## config.mk

```make
export PLATFORM = sky130hd
export DESIGN_NAME = pcams_top
export DESIGN_NICKNAME = d
export VERILOG_FILES = /design/src/rtl/pcams_mode_dec.v /design/src/rtl/pcams_top.v
export VERILOG_INCLUDE_DIRS = /design/src /design/src/rtl
export SDC_FILE = /design/constraint.sdc
export NUM_CORES = 1
export LEC_CHECK = 0
export BUFFER_PORTS_ARGS = -buffer_cell sky130_fd_sc_hd__buf_2
export CORE_MARGIN = 4
export CORE_UTILIZATION = 45
export CTS_BUF_LIST = sky130_fd_sc_hd__clkbuf_4 sky130_fd_sc_hd__clkbuf_8
export DETAILED_ROUTE_END_ITERATION = 16
export GPL_TIMING_DRIVEN = 0
export HOLD_SLACK_MARGIN = 0.05
export PLACE_DENSITY = 0.61
export RECOVER_POWER = 50
export SYNTH_ARGS = -nofsm -noshare
export SYNTH_HDL_FRONTEND = slang
export SYNTH_SLANG_ARGS = --single-unit
```

## constraint.sdc

```tcl
create_clock -name core_clk_i -period 6.2 [get_ports core_clk_i]
set_clock_uncertainty 0.2 [all_clocks]
set_input_delay 0.31 -clock core_clk_i [delete_from_list [all_inputs] [get_ports core_clk_i]]
set_output_delay 0.31 -clock core_clk_i [all_outputs]
set_load 0.05 [all_outputs]
```

## src/rtl/pcams_regs.vh

```
// Register offsets, field positions and reset values for the channel mode select block
`ifndef PCAMS_REGS_VH
`define PCAMS_REGS_VH
`define PCAMS_ADDR_W 4
`define PCAMS_CH0_MODE 4'h0
`define PCAMS_CH1_MODE 4'h1
`define PCAMS_CH2_MODE 4'h2
`define PCAMS_PWM_CFG 4'h3
`define PCAMS_CH0_CMPL 4'h4
`define PCAMS_CH0_CMPH 4'h5
`define PCAMS_CH1_CMPL 4'h6
`define PCAMS_CH1_CMPH 4'h7
`define PCAMS_CH2_CMPL 4'h8
`define PCAMS_CH2_CMPH 4'h9
`define PCAMS_EVT_FLAGS 4'hA
`define PCAMS_MODE_RST 8'h00
`define PCAMS_CFG_RST 8'h00
`define PCAMS_M_IRQEN 0
`define PCAMS_M_PWM 1
`define PCAMS_M_TOG 2
`define PCAMS_M_MAT 3
`define PCAMS_M_CAPN 4
`define PCAMS_M_CAPP 5
`define PCAMS_M_CMPEN 6
`define PCAMS_M_PWM16 7
`define PCAMS_C_CYCLE_LENGTH_SELECT_LO 0
`define PCAMS_C_CYCLE_LENGTH_SELECT_HI 1
`define PCAMS_C_OVF_IRQEN 5
`define PCAMS_C_OVF_FLAG 6
`define PCAMS_C_RELOAD 7
`define PCAMS_C_WMASK 8'hA3
`endif

```

## src/rtl/pcams_mode_dec.v

```verilog
// Decoder from a channel mode byte to its operating mode
`timescale 1ns/1ps
`default_nettype none
`include "pcams_regs.vh"
module pcams_mode_dec
(
  input wire [7:0] mode_i,
  output reg cap_rise_o,
  output reg cap_fall_o,
  output reg sw_timer_o,
  output reg toggle_o,
  output reg freq_o,
  output reg pwm_n_o,
  output reg pwm16_o
);
  wire [4:0] sel = mode_i[5:1];
  always @*
  begin
    cap_rise_o = 1'b0;
    cap_fall_o = 1'b0;
    sw_timer_o = 1'b0;
    toggle_o = 1'b0;
    freq_o = 1'b0;
    pwm_n_o = 1'b0;
    pwm16_o = 1'b0;
    // Only bits named by a mode take part; bit 0 and cfg don't-cares are never looked at
    casez (sel)
      5'b10000: cap_rise_o = 1'b1;
      5'b01000: cap_fall_o = 1'b1;
      5'b11000:
      begin
        cap_rise_o = 1'b1;
        cap_fall_o = 1'b1;
      end
      5'b00100: sw_timer_o = 1'b1;
      5'b00110: toggle_o = 1'b1;
      5'b00011: freq_o = 1'b1;
      5'b00?01:
      begin
        // Bit 7 picks 16-bit over cycle-length PWM
        pwm16_o = mode_i[`PCAMS_M_PWM16];
        pwm_n_o = ~mode_i[`PCAMS_M_PWM16];
      end
      default: ;
    endcase
  end
endmodule // pcams_mode_dec
`default_nettype wire

```

## src/rtl/pcams_top.v

```verilog
// Three-channel capture/compare mode select with shared PWM configuration
`timescale 1ns/1ps
`default_nettype none
`include "pcams_regs.vh"
// Function
// - Each channel has its own mode register
// - One cycle length shared by all cycle-length PWM channels
// - Bit 0 gates channel flag onto interrupt
// - Bit 5 only: capture on rising edge
// - Bit 4 only: capture on falling edge
// - Bits 5 and 4: capture either edge
// - Timer, toggle, frequency modes by bits 3-1
// - Bit 1, length 00: 8-bit PWM
// - Lengths 01,10,11 give 9,10,11-bit PWM
// - 16-bit PWM ignores cycle length field
// - Config bit 7 selects reload register view
// - Bit 6 clear: comparator off, PWM low
// - Config bit 5 enables partial overflow interrupt
// - Don't-care bits have no effect
// - PWM match sets flag when bit 3
// - Low byte write clears, high sets enable, except reload-view writes in cycle-length PWM
module pcams_top #(
  parameter NCH = 3
)
(
  input wire core_clk_i,
  input wire srst_i,
  input wire [`PCAMS_ADDR_W-1:0] reg_addr_i,
  input wire reg_wr_i,
  input wire reg_rd_i,
  input wire [7:0] reg_wdata_i,
  output reg [7:0] reg_rdata_o,
  input wire [15:0] count_i,
  input wire count_tick_i,
  input wire [NCH-1:0] channel_pin_i,
  output reg [NCH-1:0] channel_pin_o,
  output reg [NCH-1:0] channel_event_flag_o,
  output reg [NCH-1:0] channel_irq_o,
  output reg ovf_irq_o
);
  reg [7:0] mode_q [0:NCH-1];
  reg [15:0] cmp_q [0:NCH-1];
  reg [15:0] rld_q [0:NCH-1];
  reg [7:0] cfg_q;
  reg [NCH-1:0] pin_s1_q;
  reg [NCH-1:0] pin_s2_q;
  reg [NCH-1:0] pin_s3_q;
  wire [1:0] cycle_length_select = cfg_q[`PCAMS_C_CYCLE_LENGTH_SELECT_HI:`PCAMS_C_CYCLE_LENGTH_SELECT_LO];
  wire [NCH-1:0] cap_r, cap_f, swt, tog, frq, pwmn, pwm16;

  function [15:0] len_mask;
    input [1:0] sel;
    begin
      case (sel)
        2'h0: len_mask = 16'h00FF;
        2'h1: len_mask = 16'h01FF;
        2'h2: len_mask = 16'h03FF;
        default: len_mask = 16'h07FF;
      endcase
    end
  endfunction

  function is_wr;
    input [`PCAMS_ADDR_W-1:0] a;
    input [`PCAMS_ADDR_W-1:0] target;
    begin
      is_wr = reg_wr_i && (a == target);
    end
  endfunction

  function [`PCAMS_ADDR_W-1:0] cmp_lo;
    input [`PCAMS_ADDR_W-1:0] ch;
    begin
      // Compare bytes pair up from index 4: low at 4+2n, high one above
      cmp_lo = `PCAMS_CH0_CMPL + {ch[`PCAMS_ADDR_W-2:0], 1'b0};
    end
  endfunction

  wire [15:0] lmask = len_mask(cycle_length_select);
  wire [15:0] cnt_m = count_i & lmask;
  // Wrap of the low 8..11 bits marks the partial overflow
  wire part_ovf = count_tick_i && (cnt_m == 16'h0000);
  wire reload_view = cfg_q[`PCAMS_C_RELOAD];

  genvar g;
  generate
    for (g = 0; g < NCH; g = g + 1)
    begin : g_dec
      // Decoding is per channel so each acts independently
      pcams_mode_dec u_dec (
        .mode_i(mode_q[g]),
        .cap_rise_o(cap_r[g]),
        .cap_fall_o(cap_f[g]),
        .sw_timer_o(swt[g]),
        .toggle_o(tog[g]),
        .freq_o(frq[g]),
        .pwm_n_o(pwmn[g]),
        .pwm16_o(pwm16[g])
      );
    end
  endgenerate

  integer i;
  integer j;
  reg [NCH-1:0] hit;
  reg [NCH-1:0] evt;
  reg [7:0] rd_d;
  reg [15:0] view;
  always @*
  begin
    hit = {NCH{1'b0}};
    evt = {NCH{1'b0}};
    for (i = 0; i < NCH; i = i + 1)
    begin
      // Comparator only runs with bit 6 set
      if (mode_q[i][`PCAMS_M_CMPEN] && count_tick_i)
      begin
        if (frq[i])
          hit[i] = (count_i[7:0] == cmp_q[i][7:0]);
        else if (pwmn[i])
          hit[i] = (cnt_m == (cmp_q[i] & lmask));
        else
          hit[i] = (count_i == cmp_q[i]);
      end
      if (cap_r[i] && pin_s2_q[i] && !pin_s3_q[i])
        evt[i] = 1'b1;
      if (cap_f[i] && !pin_s2_q[i] && pin_s3_q[i])
        evt[i] = 1'b1;
      if ((swt[i] || tog[i]) && hit[i])
        evt[i] = 1'b1;
      // Match flag in PWM or frequency modes only with bit 3
      if ((pwmn[i] || pwm16[i] || frq[i]) && mode_q[i][`PCAMS_M_MAT] && hit[i])
        evt[i] = 1'b1;
    end
    rd_d = 8'h00;
    view = 16'h0000;
    case (reg_addr_i)
      `PCAMS_CH0_MODE: rd_d = mode_q[0];
      `PCAMS_CH1_MODE: rd_d = mode_q[1];
      `PCAMS_CH2_MODE: rd_d = mode_q[2];
      `PCAMS_PWM_CFG: rd_d = cfg_q;
      `PCAMS_EVT_FLAGS: rd_d = {{(8-NCH){1'b0}}, channel_event_flag_o};
      default:
      begin
        for (i = 0; i < NCH; i = i + 1)
        begin
          view = (reload_view && pwmn[i]) ? rld_q[i] : cmp_q[i];
          if (reg_addr_i == cmp_lo(i[`PCAMS_ADDR_W-1:0]))
            rd_d = view[7:0];
          if (reg_addr_i == cmp_lo(i[`PCAMS_ADDR_W-1:0]) + 4'h1)
            rd_d = view[15:8];
        end
      end
    endcase
  end

  always @(posedge core_clk_i)
  begin
    if (srst_i)
    begin
      for (j = 0; j < NCH; j = j + 1)
      begin
        mode_q[j] <= `PCAMS_MODE_RST;
        cmp_q[j] <= 16'h0000;
        rld_q[j] <= 16'h0000;
      end
      cfg_q <= `PCAMS_CFG_RST;
      pin_s1_q <= {NCH{1'b0}};
      pin_s2_q <= {NCH{1'b0}};
      pin_s3_q <= {NCH{1'b0}};
      reg_rdata_o <= 8'h00;
      channel_pin_o <= {NCH{1'b0}};
      channel_event_flag_o <= {NCH{1'b0}};
      channel_irq_o <= {NCH{1'b0}};
      ovf_irq_o <= 1'b0;
    end
    else
    begin
      pin_s1_q <= channel_pin_i;
      pin_s2_q <= pin_s1_q;
      pin_s3_q <= pin_s2_q;
      if (reg_rd_i)
        reg_rdata_o <= rd_d;
      // One cycle-length field serves every cycle-length PWM channel; 16-bit PWM ignores it
      if (is_wr(reg_addr_i, `PCAMS_PWM_CFG))
        cfg_q <= (cfg_q & ~`PCAMS_C_WMASK) | (reg_wdata_i & `PCAMS_C_WMASK);
      if (part_ovf)
        cfg_q[`PCAMS_C_OVF_FLAG] <= 1'b1;
      else if (is_wr(reg_addr_i, `PCAMS_PWM_CFG) && !reg_wdata_i[`PCAMS_C_OVF_FLAG])
        cfg_q[`PCAMS_C_OVF_FLAG] <= 1'b0;
      ovf_irq_o <= cfg_q[`PCAMS_C_OVF_IRQEN] & cfg_q[`PCAMS_C_OVF_FLAG];
      for (j = 0; j < NCH; j = j + 1)
      begin
        if (is_wr(reg_addr_i, `PCAMS_CH0_MODE + j[`PCAMS_ADDR_W-1:0]))
          mode_q[j] <= reg_wdata_i;
        if (is_wr(reg_addr_i, cmp_lo(j[`PCAMS_ADDR_W-1:0])))
        begin
          if (reload_view && pwmn[j])
            rld_q[j][7:0] <= reg_wdata_i;
          else
          begin
            cmp_q[j][7:0] <= reg_wdata_i;
            mode_q[j][`PCAMS_M_CMPEN] <= 1'b0;
          end
        end
        if (is_wr(reg_addr_i, cmp_lo(j[`PCAMS_ADDR_W-1:0]) + 4'h1))
        begin
          if (reload_view && pwmn[j])
            rld_q[j][15:8] <= reg_wdata_i;
          else
          begin
            cmp_q[j][15:8] <= reg_wdata_i;
            mode_q[j][`PCAMS_M_CMPEN] <= 1'b1;
          end
        end
        if (evt[j] && (cap_r[j] || cap_f[j]))
          cmp_q[j] <= count_i;
        if (frq[j] && hit[j])
          cmp_q[j][7:0] <= cmp_q[j][7:0] + cmp_q[j][15:8];
        // Low counter wrap reloads compare from the high byte or reload register
        if (pwmn[j] && count_tick_i && cnt_m == 16'h0000)
        begin
          if (cycle_length_select == 2'h0)
            cmp_q[j][7:0] <= cmp_q[j][15:8];
          else
            cmp_q[j] <= rld_q[j];
        end
        if (pwm16[j] && count_tick_i && count_i == 16'h0000)
          channel_pin_o[j] <= 1'b0;
        if (tog[j] || frq[j])
        begin
          if (hit[j])
            channel_pin_o[j] <= ~channel_pin_o[j];
        end
        else if (pwmn[j] || pwm16[j])
        begin
          if (!mode_q[j][`PCAMS_M_CMPEN])
            channel_pin_o[j] <= 1'b0;
          else if (hit[j])
            channel_pin_o[j] <= 1'b1;
          else if (count_tick_i && (pwm16[j] ? count_i : cnt_m) == 16'h0000)
            channel_pin_o[j] <= 1'b0;
        end
        // Hardware set beats a software clear in the same cycle
        if (evt[j])
          channel_event_flag_o[j] <= 1'b1;
        else if (is_wr(reg_addr_i, `PCAMS_EVT_FLAGS) && !reg_wdata_i[j])
          channel_event_flag_o[j] <= 1'b0;
        channel_irq_o[j] <= channel_event_flag_o[j] & mode_q[j][`PCAMS_M_IRQEN];
      end
    end
  end
endmodule // pcams_top
`default_nettype wire

```

==> qor.csv <==
metric;value;unit
status;finished with violations;
violations in the final reports;max-capacitance violations, max-slew violations;
max incr delay on CP;1.01;ns
critical path data required time;6.04;ns
Total GRT Usage;0.318;
register area;4240;um2
vias in the first global route;9026;
period utilization;0.774;
DRC Markers;0;
worst IR drop on VDD;0.177;mV
CP Capture Type;flip-flop;
DRT Wirelength;41600;um
wl on met1;17300;um
Critical Path Most Common Cell;clkbuf_1;
critical path type;reg -> reg;
met3 routed WL;3970;um
RR Startpoint;cfg_q[1]$_SDFFE_PP0P_;
remaining global-route overflow;0;
Layout fillers;2111;
worst-path cell chain;clkbuf_1 > a21oi_1 > o21ai_0 > or2_1 > clkbuf_1 > or4_1 > clkbuf_1 > buf_2 > nand4_1;
R2R Setup Slk;1.40;ns
worst-skew pair later-pin latency;0.49;ns
slowest CP cell;o21ai_0;
multi-input combinational cell area;5660;um2
CP arrival;4.64;ns
worst r2r path cells;9;
relative slew slack;-0.0366;
delay-heaviest family, CP;buffers and inverters;
largest fanout on the critical path;10;
Synth Net Count;1118;
Clock Tree Root;clkbuf_8;
Vias;9336;
predominant post-synthesis flop cell;edfxtp_1;
Clock Tree Buf Depth;2;
fraction of registers with async set or reset after synthesis;0;
synthesized instance count;1058;
Avg WL per Cell;29.5;um
RSZ-0062 raised after global routing;no;
worst hold path type;in -> reg;
Setup-failing EPs final;0;
Max Cap Viol;2;
largest net degree at the start of global routing;17;
Hold EP;cmp_q[2][2]$_DFFE_PP_;
CP startpoint kind;flip-flop;
area grow syn2layout;10.1;%
reg2reg end;cmp_q[0][9]$_SDFFCE_PP0P_;
Top Ports;54;
P_leak;0.00405;uW
routability congestion estimate;1.02;
final critical-path required period;4.80;ns
CTS clk-pin slew, worst paths;0.09;ns
layout cells sized above 1;0.0933;
core area;22600;um2
Initial Util;0.457;
metal2 WL;18200;um
synthesized flop and latch total;152;
Mapped Avg Cell Area;9.78;um2
total CTS buffers;17;
warnings from Yosys;0;
# diodes;0;
clock sink count;152;
initial drt markers;1193;
initial antenna violation count;0;
Hold Slack;0.170;ns
Post-CTS Setup Bufs;0;
CTS HTree Levels;4;
DR top layer;met4;
Max Clock Freq;208;MHz
hold path cells;3;
first-pass GRT wire length;59800;um
Final Core Density;0.504;
nets@finish;1173;
TritonCTS clock tree;done;
Hold Vio Cnt, Final;0;
drt pass-1 iters;5;
Critical Path Stages;9;
TNS Setup;0;ns
area of the mapped netlist;10400;um2
Netlist cell types;66;
hold path start;count_i[2];
Die X-Extent;160;um
I/O Buffers;31;
DP HPWL;30100;um
Post-synth EDFFs;120;
DIE AREA;25500;um2
WP buf/inv;4;
DR vias/cell;6.62;
Die Span Y;160;um
remaining antenna violation count;0;
Pwr per Cell Area;226;nW/um2
Slew Viols, Final;9;
Seq/Total Area, Yosys;0.410;
Site Rows;55;
worst slew pin tran;1.54;ns
[state kept, by name, indices dropped and copies added, names as in the netlist]
name / flops
channel_event_flag_o: 3
ovf_irq_o: 1
reg_rdata_o: 8
channel_irq_o: 3
mode_q: 24
rld_q: 48
pin_s2_q: 3
channel_pin_o: 3
pin_s1_q: 3
pin_s3_q: 3
cfg_q: 5
cmp_q: 48
[worst register-to-register path, cell delays in order, from the launching register on]
cell	delay, ns
dfxtp_1	0.32
clkbuf_1	0.50
a21oi_1	0.13
o21ai_0	1.01
or2_1	0.21
clkbuf_1	0.44
or4_1	0.20
clkbuf_1	0.38
buf_2	0.43
nand4_1	0.55
[cell type report]
type	count	area share
clock buffer	21	0.0237
clock inverter	11	0.0215
inverter	23	0.00757
sequential	152	0.372
buffer	81	0.0319
tap	285	0.0313
multi-input combinational	802	0.496
timing repair buffer	36	0.0155
[layout by cell type (no fill, tap or decap), types with 8 or more instances in the layout]
master	synthesis	final
a211oi_2	25	25
or4_1	8	8
nor2b_1	34	34
ha_1	21	21
o31ai_1	8	8
buf_2	7	18
a211oi_1	19	19
or3_1	8	8
o21ai_0	42	43
xnor2_1	13	13
o22ai_1	24	24
and2_1	31	13
mux2_2	10	10
nor3_1	19	19
nand2_1	73	73
and3_1	20	20
clkbuf_1	56	82
edfxtp_1	120	120
o221ai_1	10	10
clkbuf_8	0	18
nand3_1	16	16
nor2_1	58	58
xor2_1	53	53
a21oi_1	78	77
nand3b_1	8	8
nand4_1	11	11
mux2i_1	94	94
and2_0	0	18
inv_1	23	23
nor4_1	14	14
dfxtp_1	32	32
nand2b_1	16	16
[logic make-up (layout without fill, tap and decap cells)]
family	Yosys count	after routing	share of synthesized area
multiplexers	104	104	0.102
adder cells (fa/ha/maj)	24	24	0.0312
flip-flops	152	152	0.410
AO/OA/AOI/OAI	276	276	0.186
XOR/XNOR	66	66	0.0558
buffers and inverters	104	172	0.0438
AND/OR/NAND/NOR	332	332	0.171
[Yosys cell counts (6+ instances only)]
| master | n | area, um2 |
|---|---|---|
| a2111oi_0 | 6 | 52.6 |
| a211oi_1 | 19 | 143 |
| a211oi_2 | 25 | 313 |
| a21oi_1 | 78 | 390 |
| a22oi_1 | 6 | 45.0 |
| and2_1 | 31 | 194 |
| and3_1 | 20 | 125 |
| buf_1 | 10 | 37.5 |
| buf_2 | 7 | 35.0 |
| buf_6 | 7 | 78.8 |
| clkbuf_1 | 56 | 210 |
| dfxtp_1 | 32 | 641 |
| edfxtp_1 | 120 | 3600 |
| ha_1 | 21 | 263 |
| inv_1 | 23 | 86.3 |
| mux2_2 | 10 | 113 |
| mux2i_1 | 94 | 941 |
| nand2_1 | 73 | 274 |
| nand2b_1 | 16 | 100 |
| nand3_1 | 16 | 80.1 |
| nand3b_1 | 8 | 60.1 |
| nand4_1 | 11 | 68.8 |
| nor2_1 | 58 | 218 |
| nor2b_1 | 34 | 213 |
| nor3_1 | 19 | 95.1 |
| nor4_1 | 14 | 87.6 |
| nor4b_1 | 6 | 52.6 |
| o211ai_1 | 6 | 45.0 |
| o21ai_0 | 42 | 210 |
| o221ai_1 | 10 | 87.6 |
| o22ai_1 | 24 | 150 |
| o31ai_1 | 8 | 60.1 |
| or3_1 | 8 | 50.1 |
| or4_1 | 8 | 60.1 |
| xnor2_1 | 13 | 114 |
| xor2_1 | 53 | 464 |
[metal layers]
layer,global-route usage,vias up
li1,-,4076
met1,0.427,4588
met2,0.486,559
met3,0.0754,113
met4,0.151,0
met5,0,-
[stage by stage]
stage | cell area, um2 | setup WS [ns] | instances | power, uW
2_1_floorplan | 10400 | 2.64 | 1058 | 1440
3_3_place_gp | 10900 | 1.19 | 1374 | 1580
3_5_place_dp | 10900 | 1.80 | 1375 | 1580
4_1_cts | 11400 | 1.92 | 1411 | 2570
5_1_grt | 11400 | 1.28 | 1411 | 2640
6_report | 11400 | 1.40 | 1411 | 2580
[power by group]
| part | internal [uW] | switching (uW) |
|---|---|---|
| sequential | 1150 | 55.5 |
| combinational | 120 | 251 |
| clock | 588 | 422 |
[timing repair]
action	in CTS	in global routing
hold endpoints to repair	6	0
setup endpoints to repair	0	0
gates resized for setup	0	0
hold buffers	4	0
[worst max-delay path by stage]
| stage | slack [ns] | from | to |
|---|---|---|---|
| finish | 1.40 | cfg_q[1]$_SDFFE_PP0P_ | cmp_q[0][9]$_SDFFCE_PP0P_ |
| global route | 1.28 | mode_q[1][2]$_DFFE_PP_ | rld_q[1][9]$_DFFE_PP_ |
| CTS | 1.92 | mode_q[1][2]$_DFFE_PP_ | rld_q[1][3]$_DFFE_PP_ |
| detailed placement | 1.80 | count_i[5] | cmp_q[0][15]$_SDFFCE_PP0P_ |
| global placement | 1.19 | mode_q[0][2]$_DFFE_PP_ | rld_q[0][5]$_DFFE_PP_ |
| floorplan | 2.64 | count_i[3] | cmp_q[0][10]$_SDFFCE_PP0P_ |
Note: power is estimated with default switching activity, not from simulation.
